===== src/shared/flash_ctl_pkg.sv =====
// Package with register map, field layout, command codes and state encoding for the flash sequencer
package flash_ctl_pkg;
  localparam logic [2:0] ADDR_PROTECTION = 3'h0;
  localparam logic [2:0] ADDR_STATUS = 3'h1;
  localparam logic [2:0] ADDR_COMMAND = 3'h2;
  localparam logic [2:0] ADDR_DIVIDER = 3'h3;
  localparam logic [2:0] ADDR_TARGET = 3'h4;
  localparam logic [2:0] ADDR_IRQ_MASK = 3'h5;
  localparam logic [2:0] ADDR_CONTROL = 3'h6;

  localparam int BIT_CBE = 7;
  localparam int BIT_CC = 6;
  localparam int BIT_PV = 5;
  localparam int BIT_AE = 4;
  localparam int BIT_BLANK = 2;
  localparam logic [7:0] STATUS_IMPL_MASK = 8'hF4;
  localparam logic [7:0] STATUS_W1C_MASK = 8'h30;
  localparam logic [7:0] STATUS_RESET = 8'hC0;
  localparam logic [7:0] ZERO_BYTE = 8'h00;
  localparam logic [7:0] ERASED_BYTE = 8'hFF;

  localparam logic [7:0] CMD_BLANK = 8'h05;
  localparam logic [7:0] CMD_BYTE_PROG = 8'h20;
  localparam logic [7:0] CMD_BURST_PROG = 8'h25;
  localparam logic [7:0] CMD_PAGE_ERASE = 8'h40;
  localparam logic [7:0] CMD_MASS_ERASE = 8'h41;

  localparam int PAGE_BYTES = 512;
  localparam int PROT_SHIFT = 9;

  typedef struct packed {
    logic [6:0] protect_select;
    logic protection_disable;
  } protection_s;

  typedef struct packed {
    logic wr;
    logic rd;
    logic [2:0] addr;
    logic [7:0] wdata;
  } reg_req_s;

  typedef enum logic [1:0] {
    ST_IDLE = 2'b00,
    ST_BUSY = 2'b01,
    ST_DONE = 2'b11
  } seq_state_e;
endpackage


===== src/flash_cmd_status_protect.sv =====
// Flash command, status and protection register block with a simple sequencer
module flash_cmd_status_protect #(
  parameter int ADDR_W = 13
) (
  input wire logic sys_clk_i,
  input wire logic resetn_i,
  input wire logic [2:0] reg_addr_i,
  input wire logic [7:0] reg_wdata_i,
  input wire logic reg_wr_i,
  input wire logic reg_rd_i,
  output logic [7:0] reg_rdata_o,
  input wire logic [7:0] nonvolatile_protection_byte_i,
  input wire logic stop_mode_i,
  output logic array_start_o,
  output logic [7:0] array_cmd_o,
  output logic [ADDR_W-1:0] array_addr_o,
  output logic [7:0] array_data_o,
  input wire logic array_done_i,
  input wire logic array_blank_i,
  output logic irq_o
);
  localparam logic [ADDR_W-1:0] PAGE_MASK = ADDR_W'(flash_ctl_pkg::PAGE_BYTES - 1);
  // Boundary is compared at full select width so no high select bit is lost
  localparam int BOUND_W = $bits(flash_ctl_pkg::protection_s) - 1 + flash_ctl_pkg::PROT_SHIFT;

  flash_ctl_pkg::reg_req_s req;
  flash_ctl_pkg::protection_s prot_ff;
  flash_ctl_pkg::seq_state_e state_ff;
  logic [7:0] status_ff;
  logic [7:0] divider_ff;
  logic divider_set_ff;
  logic [7:0] irq_mask_ff;
  logic [7:0] cmd_ff;
  logic [ADDR_W-1:0] target_ff;
  logic [7:0] data_ff;
  logic loaded_ff;
  logic queued_ff;
  logic [7:0] q_cmd_ff;
  logic [ADDR_W-1:0] q_addr_ff;
  logic [7:0] q_data_ff;
  logic [7:0] rdata_ff;
  logic launch;
  logic cmd_legal;
  logic cmd_modifies;
  logic hits_protected;
  logic may_launch;
  logic good_launch;
  logic pv_event;
  logic ae_event;
  logic busy;
  logic [7:0] events;

  assign req = '{wr: reg_wr_i, rd: reg_rd_i, addr: reg_addr_i, wdata: reg_wdata_i};

  function automatic logic is_legal(input logic [7:0] c);
    is_legal = (c == flash_ctl_pkg::CMD_BLANK) || (c == flash_ctl_pkg::CMD_BYTE_PROG) ||
               (c == flash_ctl_pkg::CMD_BURST_PROG) || (c == flash_ctl_pkg::CMD_PAGE_ERASE) ||
               (c == flash_ctl_pkg::CMD_MASS_ERASE);
  endfunction

  function automatic logic is_write_reg(input flash_ctl_pkg::reg_req_s r, input logic [2:0] a);
    is_write_reg = r.wr && (r.addr == a);
  endfunction

  // Protected block: addresses at or above the select boundary; mass erase touches it always
  always_comb begin
    logic [BOUND_W-1:0] boundary;
    boundary = '0;
    boundary = {prot_ff.protect_select, flash_ctl_pkg::PROT_SHIFT'(0)};
    if (prot_ff.protection_disable) begin
      hits_protected = 1'b0;
    end else if (cmd_ff == flash_ctl_pkg::CMD_MASS_ERASE) begin
      hits_protected = 1'b1;
    end else if (cmd_ff == flash_ctl_pkg::CMD_PAGE_ERASE) begin
      hits_protected = BOUND_W'(target_ff | PAGE_MASK) >= boundary;
    end else begin
      hits_protected = BOUND_W'(target_ff) >= boundary;
    end
  end

  assign busy = (state_ff == flash_ctl_pkg::ST_BUSY);
  assign launch = is_write_reg(req, flash_ctl_pkg::ADDR_STATUS) && req.wdata[flash_ctl_pkg::BIT_CBE] &&
                  status_ff[flash_ctl_pkg::BIT_CBE];
  assign cmd_legal = is_legal(cmd_ff);
  assign cmd_modifies = cmd_legal && (cmd_ff != flash_ctl_pkg::CMD_BLANK);
  // Queueing behind a running command is only for back-to-back burst programs
  assign may_launch = !busy || (cmd_ff == flash_ctl_pkg::CMD_BURST_PROG && array_cmd_o == flash_ctl_pkg::CMD_BURST_PROG
                      && !queued_ff);
  assign ae_event = (launch && (!cmd_legal || !may_launch || !loaded_ff || (cmd_modifies && !divider_set_ff))) ||
                    (busy && stop_mode_i);
  assign pv_event = launch && !ae_event && cmd_modifies && hits_protected;
  assign good_launch = launch && !ae_event && !pv_event;

  // Protection register: nonvolatile copy on the first cycle after reset, then only ever tightened
  always_ff @(posedge sys_clk_i) begin
    if (!resetn_i) begin
      prot_ff <= flash_ctl_pkg::protection_s'(flash_ctl_pkg::ZERO_BYTE);
    end else if (!loaded_ff) begin
      prot_ff <= flash_ctl_pkg::protection_s'(nonvolatile_protection_byte_i);
    end else if (is_write_reg(req, flash_ctl_pkg::ADDR_PROTECTION) && !prot_ff.protection_disable &&
                 req.wdata[7:1] < prot_ff.protect_select) begin
      prot_ff.protect_select <= req.wdata[7:1];
    end
  end

  always_ff @(posedge sys_clk_i) begin
    if (!resetn_i) begin
      loaded_ff <= 1'b0;
    end else begin
      loaded_ff <= 1'b1;
    end
  end

  // Command, target and data staging registers, plus the divider and interrupt mask registers
  always_ff @(posedge sys_clk_i) begin
    if (!resetn_i) begin
      cmd_ff <= flash_ctl_pkg::ZERO_BYTE;
      target_ff <= '0;
      data_ff <= flash_ctl_pkg::ZERO_BYTE;
      divider_ff <= flash_ctl_pkg::ZERO_BYTE;
      divider_set_ff <= 1'b0;
      irq_mask_ff <= flash_ctl_pkg::ZERO_BYTE;
    end else begin
      if (is_write_reg(req, flash_ctl_pkg::ADDR_COMMAND)) begin
        cmd_ff <= req.wdata;
      end
      if (is_write_reg(req, flash_ctl_pkg::ADDR_TARGET)) begin
        target_ff <= {target_ff[ADDR_W-9:0], req.wdata};
      end
      if (is_write_reg(req, flash_ctl_pkg::ADDR_CONTROL)) begin
        data_ff <= req.wdata;
      end
      if (is_write_reg(req, flash_ctl_pkg::ADDR_DIVIDER) && !divider_set_ff) begin
        divider_ff <= req.wdata;
        divider_set_ff <= 1'b1;
      end
      if (is_write_reg(req, flash_ctl_pkg::ADDR_IRQ_MASK)) begin
        irq_mask_ff <= req.wdata & flash_ctl_pkg::STATUS_IMPL_MASK;
      end
    end
  end

  // Sequencer: one active array command plus one buffered burst
  always_ff @(posedge sys_clk_i) begin
    if (!resetn_i) begin
      state_ff <= flash_ctl_pkg::ST_IDLE;
      queued_ff <= 1'b0;
      q_cmd_ff <= flash_ctl_pkg::ZERO_BYTE;
      q_addr_ff <= '0;
      q_data_ff <= flash_ctl_pkg::ZERO_BYTE;
      array_start_o <= 1'b0;
      array_cmd_o <= flash_ctl_pkg::ZERO_BYTE;
      array_addr_o <= '0;
      array_data_o <= flash_ctl_pkg::ZERO_BYTE;
    end else begin
      array_start_o <= 1'b0;
      if (busy && stop_mode_i) begin
        state_ff <= flash_ctl_pkg::ST_IDLE;
        queued_ff <= 1'b0;
      end else if (good_launch && busy) begin
        queued_ff <= 1'b1;
        q_cmd_ff <= cmd_ff;
        q_addr_ff <= target_ff;
        q_data_ff <= data_ff;
      end else if (good_launch) begin
        state_ff <= flash_ctl_pkg::ST_BUSY;
        array_start_o <= 1'b1;
        array_cmd_o <= cmd_ff;
        array_addr_o <= target_ff;
        array_data_o <= data_ff;
      end else if (busy && array_done_i) begin
        if (queued_ff) begin
          queued_ff <= 1'b0;
          array_start_o <= 1'b1;
          array_cmd_o <= q_cmd_ff;
          array_addr_o <= q_addr_ff;
          array_data_o <= q_data_ff;
        end else begin
          state_ff <= flash_ctl_pkg::ST_DONE;
        end
      end else if (state_ff == flash_ctl_pkg::ST_DONE) begin
        state_ff <= flash_ctl_pkg::ST_IDLE;
      end
    end
  end

  // Status register; hardware set beats software clear
  always_ff @(posedge sys_clk_i) begin
    if (!resetn_i) begin
      status_ff <= flash_ctl_pkg::STATUS_RESET;
    end else begin
      if (launch) begin
        status_ff[flash_ctl_pkg::BIT_CBE] <= 1'b0;
      end else if (busy && array_done_i && queued_ff) begin
        status_ff[flash_ctl_pkg::BIT_CBE] <= 1'b1;
      end else if (state_ff == flash_ctl_pkg::ST_IDLE || (busy && stop_mode_i)) begin
        status_ff[flash_ctl_pkg::BIT_CBE] <= 1'b1;
      end else if (busy && !queued_ff && cmd_ff == flash_ctl_pkg::CMD_BURST_PROG) begin
        status_ff[flash_ctl_pkg::BIT_CBE] <= 1'b1;
      end
      if (good_launch) begin
        status_ff[flash_ctl_pkg::BIT_CC] <= 1'b0;
      end else if (!busy && !queued_ff && status_ff[flash_ctl_pkg::BIT_CBE]) begin
        status_ff[flash_ctl_pkg::BIT_CC] <= 1'b1;
      end
      if (pv_event) begin
        status_ff[flash_ctl_pkg::BIT_PV] <= 1'b1;
      end else if (is_write_reg(req, flash_ctl_pkg::ADDR_STATUS) && req.wdata[flash_ctl_pkg::BIT_PV]) begin
        status_ff[flash_ctl_pkg::BIT_PV] <= 1'b0;
      end
      if (ae_event) begin
        status_ff[flash_ctl_pkg::BIT_AE] <= 1'b1;
      end else if (is_write_reg(req, flash_ctl_pkg::ADDR_STATUS) && req.wdata[flash_ctl_pkg::BIT_AE]) begin
        status_ff[flash_ctl_pkg::BIT_AE] <= 1'b0;
      end
      if (good_launch) begin
        status_ff[flash_ctl_pkg::BIT_BLANK] <= 1'b0;
      end else if (busy && array_done_i && array_cmd_o == flash_ctl_pkg::CMD_BLANK) begin
        status_ff[flash_ctl_pkg::BIT_BLANK] <= array_blank_i;
      end
      status_ff[3] <= 1'b0;
      status_ff[1:0] <= 2'b00;
    end
  end

  // Read port: data valid the cycle after the read strobe
  always_ff @(posedge sys_clk_i) begin
    if (!resetn_i) begin
      rdata_ff <= flash_ctl_pkg::ZERO_BYTE;
    end else if (req.rd) begin
      case (req.addr)
        flash_ctl_pkg::ADDR_PROTECTION: rdata_ff <= prot_ff;
        flash_ctl_pkg::ADDR_STATUS: rdata_ff <= status_ff & flash_ctl_pkg::STATUS_IMPL_MASK;
        flash_ctl_pkg::ADDR_COMMAND: rdata_ff <= cmd_ff;
        flash_ctl_pkg::ADDR_DIVIDER: rdata_ff <= divider_ff;
        flash_ctl_pkg::ADDR_TARGET: rdata_ff <= target_ff[7:0];
        flash_ctl_pkg::ADDR_IRQ_MASK: rdata_ff <= irq_mask_ff;
        flash_ctl_pkg::ADDR_CONTROL: rdata_ff <= data_ff;
        default: rdata_ff <= flash_ctl_pkg::ZERO_BYTE;
      endcase
    end else begin
      rdata_ff <= flash_ctl_pkg::ZERO_BYTE;
    end
  end

  assign reg_rdata_o = rdata_ff;
  assign events = status_ff & flash_ctl_pkg::STATUS_IMPL_MASK;
  assign irq_o = |(events & irq_mask_ff);

  a_pv_sets: assert property (@(posedge sys_clk_i) disable iff (!resetn_i)
    pv_event |=> status_ff[flash_ctl_pkg::BIT_PV] && !array_start_o) else $error("violation flag not set");
  a_ae_sets: assert property (@(posedge sys_clk_i) disable iff (!resetn_i)
    ae_event |=> status_ff[flash_ctl_pkg::BIT_AE]) else $error("access error flag not set");
  a_ae_sticky: assert property (@(posedge sys_clk_i) disable iff (!resetn_i)
    status_ff[flash_ctl_pkg::BIT_AE] && !(req.wr && req.addr == flash_ctl_pkg::ADDR_STATUS &&
    req.wdata[flash_ctl_pkg::BIT_AE]) |=> status_ff[flash_ctl_pkg::BIT_AE]) else $error("access error lost");
  a_illegal_code: assert property (@(posedge sys_clk_i) disable iff (!resetn_i)
    launch && !is_legal(cmd_ff) |=> status_ff[flash_ctl_pkg::BIT_AE] && !array_start_o) else $error("illegal code taken");
  a_prot_grows: assert property (@(posedge sys_clk_i) disable iff (!resetn_i || !loaded_ff)
    $past(loaded_ff) |-> prot_ff.protect_select <= $past(prot_ff.protect_select)) else $error("protection loosened");
  a_prot_frozen: assert property (@(posedge sys_clk_i) disable iff (!resetn_i)
    loaded_ff && prot_ff.protection_disable |=> $stable(prot_ff)) else $error("disabled protection changed");
  a_launch_clears: assert property (@(posedge sys_clk_i) disable iff (!resetn_i)
    launch |=> !status_ff[flash_ctl_pkg::BIT_CBE]) else $error("buffer flag not cleared");
  a_cc_clears: assert property (@(posedge sys_clk_i) disable iff (!resetn_i)
    good_launch |=> !status_ff[flash_ctl_pkg::BIT_CC] ##1 busy) else $error("complete flag not cleared");
  a_unimpl_zero: assert property (@(posedge sys_clk_i) disable iff (!resetn_i)
    req.rd && req.addr == flash_ctl_pkg::ADDR_STATUS |=> reg_rdata_o[3] == 1'b0 && reg_rdata_o[1:0] == 2'b00)
    else $error("reserved status bits set");
  a_nonburst_queue: assert property (@(posedge sys_clk_i) disable iff (!resetn_i)
    queued_ff |-> q_cmd_ff == flash_ctl_pkg::CMD_BURST_PROG) else $error("non-burst queued");

  c_burst_queue: cover property (@(posedge sys_clk_i) disable iff (!resetn_i) good_launch && busy);
  c_blank_done: cover property (@(posedge sys_clk_i) disable iff (!resetn_i)
    busy && array_done_i && array_cmd_o == flash_ctl_pkg::CMD_BLANK && array_blank_i);
  c_violation: cover property (@(posedge sys_clk_i) disable iff (!resetn_i) pv_event);
  c_stop_abort: cover property (@(posedge sys_clk_i) disable iff (!resetn_i) busy && stop_mode_i);
endmodule


===== config.mk =====
export PLATFORM = sky130hd
export DESIGN_NAME = flash_cmd_status_protect
export DESIGN_NICKNAME = d
export VERILOG_FILES = /design/src/shared/flash_ctl_pkg.sv /design/src/flash_cmd_status_protect.sv
export SDC_FILE = /design/constraint.sdc
export NUM_CORES = 1
export LEC_CHECK = 0
export BUFFER_PORTS_ARGS = -buffer_cell sky130_fd_sc_hd__buf_4
export CAP_MARGIN = 20
export CORE_MARGIN = 8
export CORE_UTILIZATION = 40
export DETAILED_ROUTE_END_ITERATION = 10
export PLACE_DENSITY = 0.64
export SYNTH_ARGS = -nofsm -noshare
export SYNTH_HDL_FRONTEND = slang
export SYNTH_SLANG_ARGS = --single-unit

===== constraint.sdc =====
create_clock -name sys_clk_i -period 2.4 [get_ports sys_clk_i]
set_clock_uncertainty 0.15 [all_clocks]
set_input_delay 0.24 -clock sys_clk_i [delete_from_list [all_inputs] [get_ports sys_clk_i]]
set_output_delay 0.24 -clock sys_clk_i [all_outputs]
set_load 0.005 [all_outputs]

==> results of run 1 <==
==> cell families (layout without fill, tap and decap cells) <==
kind of cell,count (synthesis),count (layout),synth area share
and+or+nand+nor,259,259,0.233
AOI/OAI and AO/OA,145,146,0.180
DFF,127,127,0.437
buffers and inverters,55,191,0.0445
muxes,42,42,0.0819
adders and majority gates,10,10,0.0215
xor gates and xnor gates,1,1,0.00151
==> metrics by stage <==
step | hold WS (ps) | setup slack [ps]
finish | 17.5 | -277
CTS | 3.44 | -171
global placement | 295 | -124
detailed placement | 306 | -225
floorplan | 118 | -12.9
global route | 12.0 | -336
==> layer usage <==
layer / track usage / share of wire / up-vias
met5: 0 / 0 / -
met4: 0.0708 / 0.019 / 0
met3: 0.0426 / 0.059 / 25
met2: 0.305 / 0.48 / 161
met1: 0.229 / 0.44 / 2537
li1: - / - / 2513
==> worst paths after layout <==
check / endpoint / cells past startpoint
max reg2reg: q_addr_ff[10]$_SDFFE_PN0P_ / 10
min reg2reg: q_cmd_ff[2]$_SDFFE_PN0P_ / 2
max: q_addr_ff[10]$_SDFFE_PN0P_ / 10
min: target_ff[7]$_SDFFE_PN0P_ / 3
==> power groups by stage <==
stage / clock network, uW / registers (uW) / logic [uW]
final: 2830 / 2160 / 393
after global placement: 0 / 2200 / 344
after detailed placement: 0 / 2210 / 350
after floorplan: 0 / 2200 / 198
after CTS: 2870 / 2160 / 383
after global routing: 2980 / 2160 / 424
==> cell type report <==
type	instances	area, sq um
multi-input combinational	458	3120
timing repair buffer	147	1300
inverter	12	45.0
clock buffer	24	512
fill	1254	6470
tap	184	230
sequential	127	2540
clock inverter	8	150
==> flip-flops by register name, summed over array words and instances (netlist names) <==
name / count
divider_set_ff: 1
q_addr_ff: 13
target_ff: 13
q_data_ff: 8
prot_ff: 8
state_ff: 2
cmd_ff: 8
reg_rdata_o: 8
loaded_ff: 1
status_ff: 5
array_addr_o: 13
q_cmd_ff: 8
divider_ff: 8
queued_ff: 1
array_cmd_o: 8
array_start_o: 1
irq_mask_ff: 5
data_ff: 8
array_data_o: 8
==> repair_timing <==
action,4_1_cts,5_1_grt
buffers inserted,2,2
gates resized for setup,12,15
endpoints found under the hold margin,26,0
setup endpoints to repair,64,66
hold buffers,16,0
pin swaps,2,7
cloned,2,4
==> layout by cell type, fill, tap and decap left out, types with 4 or more instances in the layout <==
| cell type | synthesis | routed |
|---|---|---|
| clkbuf_8 | 0 | 6 |
| nand3_1 | 31 | 31 |
| and2_1 | 4 | 4 |
| nor3b_1 | 4 | 4 |
| nor2_1 | 49 | 44 |
| o21ai_1 | 6 | 6 |
| inv_1 | 12 | 11 |
| dlygate4sd3_1 | 0 | 16 |
| dfxtp_1 | 127 | 125 |
| nor2b_1 | 22 | 22 |
| ha_1 | 10 | 9 |
| a22oi_1 | 8 | 8 |
| and3_1 | 7 | 7 |
| nor2_4 | 20 | 20 |
| a21boi_0 | 33 | 33 |
| clkbuf_16 | 0 | 21 |
| buf_4 | 1 | 119 |
| o221ai_1 | 25 | 25 |
| mux4_2 | 4 | 4 |
| bufinv_16 | 0 | 4 |
| nand2_1 | 98 | 96 |
| nor2_2 | 0 | 5 |
| o21ai_0 | 33 | 32 |
| mux2_2 | 5 | 5 |
| buf_12 | 2 | 4 |
| a21oi_1 | 16 | 15 |
| mux2i_1 | 33 | 33 |
==> worst max-delay path, delay by kind of cell (launching register included) <==
kind | cells | cell delay (ps)
flops | 1 | 330
fa+ha+maj | 1 | 240
simple gates | 4 | 1120
buf+inv | 2 | 260
compound gates | 3 | 480
==> impl_metrics.tcl, run 1 <==
set metrics [dict create \
    outcome "finished with violations" \
    violations "setup timing" \
    die-area_sq_mm 0.0187 \
    ys_types 62 \
    num_vias 5236 \
    place_inst 902 \
    critPathMaxFanout 13 \
    period_needed_ps 2680 \
    placed_cell_area_sq_mm 0.00680 \
    synth_fp_nets 675 \
    internal_power_uw 4220 \
    leakage_uw 0.00317 \
    utilization 0.550 \
    path_class "flop to flop" \
    grt_pass1_wl_mm 26.8 \
    drc 0 \
    grt_remaining_overflow 0 \
    dp_hpwl_mm 11.6 \
    initial_core_util 0.405 \
    clkPwrFrac 0.526 \
    ir_drop_mv 0.495 \
    routed_via_density 5.45 \
    cts_max_path_buffers 2 \
    gp_congestion 0.975 \
    placementRows 44 \
    diodes 0 \
    endpoint_kind "flop" \
    routed_wl_mm 17.3 \
    ff2ff_setup_slack_ps -280 \
    power.switching_uw 1160 \
    grt_max_degree 52 \
    worstPathCellList "inv_2 -> ha_4 -> or4b_1 -> or3_4 -> o21bai_4 -> a211oi_2 -> nand3_4 -> clkbuf_16 -> nand3_1 -> o21ai_0" \
    ys.flop_type "dfxtp_1" \
    syn_area_per_cell_sq_um 9.11 \
    port_buffers 64 \
    coreArea_sq_mm 0.0144 \
    slew_violations 0 \
    p_comb_frac 0.073 \
    cap_violations 0 \
    r2r_start "prot_ff[2]$_SDFFE_PN0P_" \
    synth_enable_flop_cells 0 \
    synth_most_common_cell "dfxtp_1" \
    syn_area_sq_mm 0.00582 \
    die_x_microns 137 \
    first_pass_iters 5 \
    yosys.area.top_type "dfxtp_1" \
    syn2layout_area_growth_pct 35.8 \
    clkSinkCount 127 \
    rsz0062_at_grt "true" \
    period_share 1.12 \
    cpPeakStageDelay_ps 440 \
    netlist.area_leader.share 0.437 \
    p_total_uw 5390 \
    crit_required_ps 2590 \
    async_flop_share 0 \
    ys_seq_elements 127 \
    design_area_sq_mm 0.00790 \
    setup_viol 64 \
    worst_pin_slew_ps 579 \
    max_slew_margin 0.610 \
    final_cells 960 \
    ctsRootBufferMaster "clkbuf_16" \
    p_per_area_mw_per_mm2 682 \
    ant_nets 0 \
    cts_tree "yes" \
    synth_common_cells "dfxtp_1, nand2_1, nor2_1" \
    syn_inst 639 \
    cpMaxStageDelayCell "or4b_1" \
    synthTopCellsByArea "dfxtp_1, nand2_1, mux2i_1, a21boi_0, nor2_4" \
    hold_viol_final 0 \
    ys_warn_count 0 \
    io_pins 65 \
    start_kind "flop" \
    antenna_found_initial 0 \
    cts_buffers 17 \
    grt_pass1_vias 5018 \
    fmax_mhz 374 \
    clk_latency_ps 420 \
    drive_gt1_frac 0.286 \
    htreeDepth 4 \
    setup_tns_ps -12070 \
    fin_nets 799 \
    die_h_microns 137 \
    grtUsageTotal 0.185 \
    switching_share 0.216 \
    critPathLaunch "prot_ff[2]$_SDFFE_PN0P_" \
    clkTransAtPathRegs_ps 60 \
    finalWorstSetupSlack_ps -277 \
    worstPathArrival_ps 2860 \
    seqPwrFrac 0.401 \
    hp-start "reg_wdata_i[7]" \
    avgRoutedWirePerCell_microns 18.0 \
    min_path_type "input pin to flop" \
    drt-initial-drc-count 474 \
    seq_area_frac_synth 0.437 \
]
(Power assumes the default switching activity.)
==> inputs of run 2 (changes only) <==
Settings changed: PLACE_DENSITY 0.64 to 0.62.
Clock period 2.4 ns to 2.57 ns, I/O delays scaled along.
==> run 2 against run 1 <==
Net effect:
- routed wire length is 0.31% lower
- design area is 2.9% lower
- fmax up 3.1%
- core utilization down 1.6 points
- the flow still finishes with violations (setup timing)
- count of clock-buffer cells in the layout shrank 2
- flip-flop and latch count is the same
- critical path type unchanged
- worst hold slack improved by 2.8 ps
==> impl_metrics.tcl, run 2 (synthesis gave the netlist of run 1 again) <==
set metrics [dict create \
    ctsRootBufferMaster "clkbuf_16" \
    path_class "flop to flop" \
    period_share 1.01 \
    critPathLaunch "cmd_ff[2]$_SDFFE_PN0P_" \
    drt-initial-drc-count 505 \
    grt_remaining_overflow 0 \
    avgRoutedWirePerCell_microns 18.4 \
    drive_gt1_frac 0.279 \
    place_inst 889 \
    grtUsageTotal 0.178 \
    r2r_start "cmd_ff[2]$_SDFFE_PN0P_" \
    clkTransAtPathRegs_ps 50 \
    die-area_sq_mm 0.0187 \
    worstPathArrival_ps 2740 \
    violations "setup timing" \
    placementRows 44 \
    grt_pass1_vias 4821 \
    final_cells 937 \
    ant_nets 0 \
    port_buffers 64 \
    rsz0062_at_grt "true" \
    fin_nets 783 \
    routed_wl_mm 17.3 \
    clk_latency_ps 410 \
    grt_max_degree 54 \
    multi_input_area_sq_mm 0.00319 \
    worstPathCellList "or4b_4 -> a311o_1 -> a211oi_4 -> a2111oi_4 -> a31o_4 -> buf_12 -> nor2_4 -> nor2_1" \
    min_path_type "input pin to flop" \
    cts_max_path_buffers 2 \
    cap_violations 0 \
    outcome "finished with violations" \
    gp_congestion 0.910 \
    cpMaxStageDelayCell "or4b_4" \
    p_per_area_mw_per_mm2 586 \
    crit_required_ps 2710 \
    cts_tree "yes" \
    antenna_found_initial 0 \
    dp_slack_ps -65.9 \
    coreArea_sq_mm 0.0144 \
    register_area_sq_mm 0.00255 \
    layout_commonest_cell "dfxtp_1" \
    utilization 0.534 \
    drc 0 \
    hp-start "reg_wdata_i[0]" \
    finalWorstSetupSlack_ps -26.2 \
    placed_cell_area_sq_mm 0.00673 \
    setup_viol 19 \
    initial_core_util 0.405 \
    grt_pass1_wl_mm 25.5 \
    reg.largest.list "array_addr_o x13, q_addr_ff x13, target_ff x13" \
    leakage_uw 0.00302 \
    fillers 1284 \
    syn2layout_area_growth_pct 31.8 \
    endpoint_kind "flop" \
    max_slew_margin 0.382 \
    clkSinkCount 127 \
    dp_hpwl_mm 11.8 \
    path_buf_inv 1 \
    cts_buffers 17 \
    diodes 0 \
    htreeDepth 4 \
    design_area_sq_mm 0.00767 \
    routed_via_density 5.51 \
    ir_drop_mv 0.481 \
    slew_violations 0 \
    io_pins 65 \
    start_kind "flop" \
    critPathMaxFanout 8 \
    critPathTopFamily "compound AO/OA/AOI/OAI gates" \
    period_needed_ps 2600 \
    die_h_microns 137 \
    worst_pin_slew_ps 923 \
    layout_common_cells "dfxtp_1, buf_4, nand2_1, nor2_1, mux2i_1" \
    cpPeakStageDelay_ps 540 \
    first_pass_iters 7 \
    num_vias 5162 \
    die_x_microns 137 \
    hold_viol_final 0 \
    fmax_mhz 385 \
]
run 2: changes by cell type in the layout (fill, tap and decap cells not counted), moves of 3 or more:
cell and delta:
a21boi_0 -3, buf_4 -15, buf_6 +7, bufinv_16 -3, clkbuf_8 -4, dlygate4sd3_1 -8, nand3_1 -4, nand3_2 +4
o21ai_0 -16, o21ai_1 +16
run 2: per-stage QoR:
step	power, uW	TNS, ps	hold slack, ps
finish	4500	-235	20.3
global route	4650	-4450	23.1
CTS	4510	0	7.78
detailed placement	2380	-967	301
global placement	2380	-111	294
floorplan	2240	0	135
run 2: routing by layer:
layer  part of all wire  GRT usage  vias up
met3              0.055     0.0400       26
li1                   -          -     2481
met4              0.017     0.0622        0
met2               0.48      0.296      171
met1               0.45      0.221     2484
met5                  0          0        -
run 2: worst paths after layout:
path	endpoint	cells after the start	slack (ps)
setup reg to reg	array_addr_o[4]$_SDFFE_PN0P_	8	-30
hold reg to reg	q_cmd_ff[2]$_SDFFE_PN0P_	2	300
setup / recovery	array_addr_o[4]$_SDFFE_PN0P_	8	-30
hold / removal	target_ff[0]$_SDFFE_PN0P_	3	20
run 2: what timing repair did:
item                                    in CTS  in global routing
endpoints found under the setup margin      27                 60
setup buffers                                1                  5
gates cloned                                 1                  8
hold buffers                                 8                  0
pin swaps                                    3                 12
endpoints found under the hold margin        8                  0
gates resized for setup                      5                 52
run 2: final cells by class:
type | instances | share of cell area
flip-flops and latches | 127 | 0.332
clock inverters | 3 | 0.00522
clock buffers | 22 | 0.0605
multi-input cells | 459 | 0.415
inverters | 12 | 0.00587
repair buffers | 130 | 0.151
well taps | 184 | 0.0300
run 2: worst register-to-register path, stage by stage (launching register included):
cell and delay, ps:
dfxtp_1 390, or4b_4 550, a311o_1 390, a211oi_4 300, a2111oi_4 110, a31o_4 310
buf_12 170, nor2_4 70, nor2_1 50
run 2: power by group:
part	switching, uW	total [uW]	internal, uW
combinational	200	362	161
clock	780	2110	1340
sequential	21.8	2020	2000
==> inputs of run 3 (changes only) <==
Settings changed: GPL_TIMING_DRIVEN set to 0.
==> run 3 against run 2 <==
Net effect:
- the flow still finishes with violations (setup timing)
- sequential power barely moved
- clock power rose by 11%
- combinational power fell by 5.8%
- critical endpoint is now array_data_o[0]$_SDFFE_PN0P_
==> impl_metrics.tcl, run 3 (synthesis gave the netlist of run 1 again) <==
set metrics [dict create \
    layout_commonest_cell "dfxtp_1" \
    layout_common_cells "dfxtp_1, nand2_1, buf_4, nor2_1" \
    period_share 1.03 \
    port_buffers 64 \
    place_inst 887 \
    grt_max_degree 17 \
    topRoutingLayerUsed "met4" \
    ctsRootBufferMaster "clkbuf_16" \
    worstPathCellList "inv_2 -> ha_4 -> or4b_1 -> or3_4 -> o21bai_4 -> a2111oi_4 -> a31o_4 -> buf_12 -> nor2_4 -> nor2_1" \
    met1_length_mm 7.80 \
    wl_met2_mm 8.42 \
    clk_latency_ps 420 \
    num_vias 5173 \
    cpMaxStageDelayCell "or4b_1" \
    gp_congestion 0.898 \
    diodes 0 \
    crit_required_ps 2720 \
    finalWorstSetupSlack_ps -89.2 \
    p_per_area_mw_per_mm2 634 \
    first_pass_iters 5 \
    min_path_type "input pin to flop" \
    worstPathArrival_ps 2810 \
    reg.largest.list "array_addr_o x13, q_addr_ff x13, target_ff x13" \
    die_x_microns 137 \
    cts_buffers 17 \
    dp_hpwl_mm 13.0 \
    syn2layout_area_growth_pct 27.6 \
    placementRows 44 \
    ant_nets 0 \
    violations "setup timing" \
    outcome "finished with violations" \
    clkSinkCount 127 \
    clkTransAtPathRegs_ps 60 \
    grt_pass1_vias 5060 \
    max_slew_margin 0.576 \
    grt_remaining_overflow 0 \
    antenna_found_initial 0 \
    die-area_sq_mm 0.0187 \
    cap_violations 0 \
    cp.depth 10 \
    htreeDepth 4 \
    fmax_mhz 376 \
    worst_pin_slew_ps 637 \
    drc 0 \
    critPathTopFamily "simple AND/OR/NAND/NOR gates" \
    critPathMaxFanout 10 \
    coreArea_sq_mm 0.0144 \
    ir_drop_mv 0.489 \
    routed_via_density 5.52 \
    leakage_uw 0.00286 \
    fin_nets 777 \
    rsz0062_at_grt "true" \
    drive_gt1_frac 0.223 \
    path_class "flop to flop" \
    cts_max_path_buffers 2 \
    utilization 0.517 \
    final_cells 937 \
    slew_violations 0 \
    path_buf_inv 2 \
    grt_pass1_wl_mm 27.7 \
    period_needed_ps 2660 \
    initial_core_util 0.405 \
    routed_wl_mm 17.8 \
    cpPeakStageDelay_ps 440 \
    reg2reg_depth 10 \
    endpoint_kind "flop" \
    grtUsageTotal 0.195 \
    cts_tree "yes" \
    wl_met3_mm 1.06 \
    drt-initial-drc-count 361 \
    die_h_microns 137 \
    holdPathStages 3 \
    start_kind "flop" \
    io_pins 65 \
    avgRoutedWirePerCell_microns 19.0 \
    hold_viol_final 0 \
    setup_viol 41 \
]
## run 3: cell type report
cell class                      count  area (sq um)
Clock inverter                     10           113
Buffer                             43           253
Multi-Input combinational cell    457          3110
Fill cell                        1330          6940
Inverter                           12          45.0
Tap cell                          184           230
Sequential cell                   127          2550
Timing Repair Buffer               83           662
Clock buffer                       21           460
## run 3: where the power goes
group	switching, uW	internal, uW
clock	868	1470
combinational	194	147
sequential	33.2	1990
total	1100	3610
## run 3: path summary, 6_finish.rpt
path / slack [ps] / endpoint / from
setup reg to reg: -90 / array_data_o[0]$_SDFFE_PN0P_ / prot_ff[2]$_SDFFE_PN0P_
setup / recovery: -90 / array_data_o[0]$_SDFFE_PN0P_ / prot_ff[2]$_SDFFE_PN0P_
hold / removal: 20 / cmd_ff[1]$_SDFFE_PN0P_ / reg_wdata_i[1]
hold reg to reg: 310 / q_addr_ff[5]$_SDFFE_PN0P_ / q_addr_ff[5]$_SDFFE_PN0P_
## run 3: routing by layer
metal / vias to the layer above / track usage
met5: - / 0
met4: 0 / 0.0885
met3: 34 / 0.0441
met2: 156 / 0.313
met1: 2519 / 0.244
li1: 2464 / -
## run 3: timing repair
item	4_1_cts	5_1_grt
hold buffers	14	0
endpoints found under the hold margin	16	0
gates resized for setup	23	15
setup buffers	4	1
pin swaps	4	10
endpoints found under the setup margin	60	59
## run 3: per-stage QoR
step / hold slack (ps) / total power [uW] / instance area [sq um] / TNS (ps) / worst slack, ps
4_1_cts: 0.393 / 4730 / 7370 / -633 / -49.0
2_1_floorplan: 135 / 2240 / 5820 / 0 / 133
5_1_grt: 24.5 / 4860 / 7430 / -5830 / -154
3_5_place_dp: 221 / 2370 / 6530 / -13040 / -396
3_3_place_gp: 221 / 2370 / 6530 / -12030 / -382
6_report: 17.6 / 4710 / 7430 / -2030 / -89.2
## run 3: worst reg2reg max path: cells and delay by family, from the launching register on
family,cells,cell delay (ps)
buffers and inverters,2,230
DFF,1,330
adders and majority gates,1,260
and+or+nand+nor,4,940
AOI/OAI and AO/OA,3,650
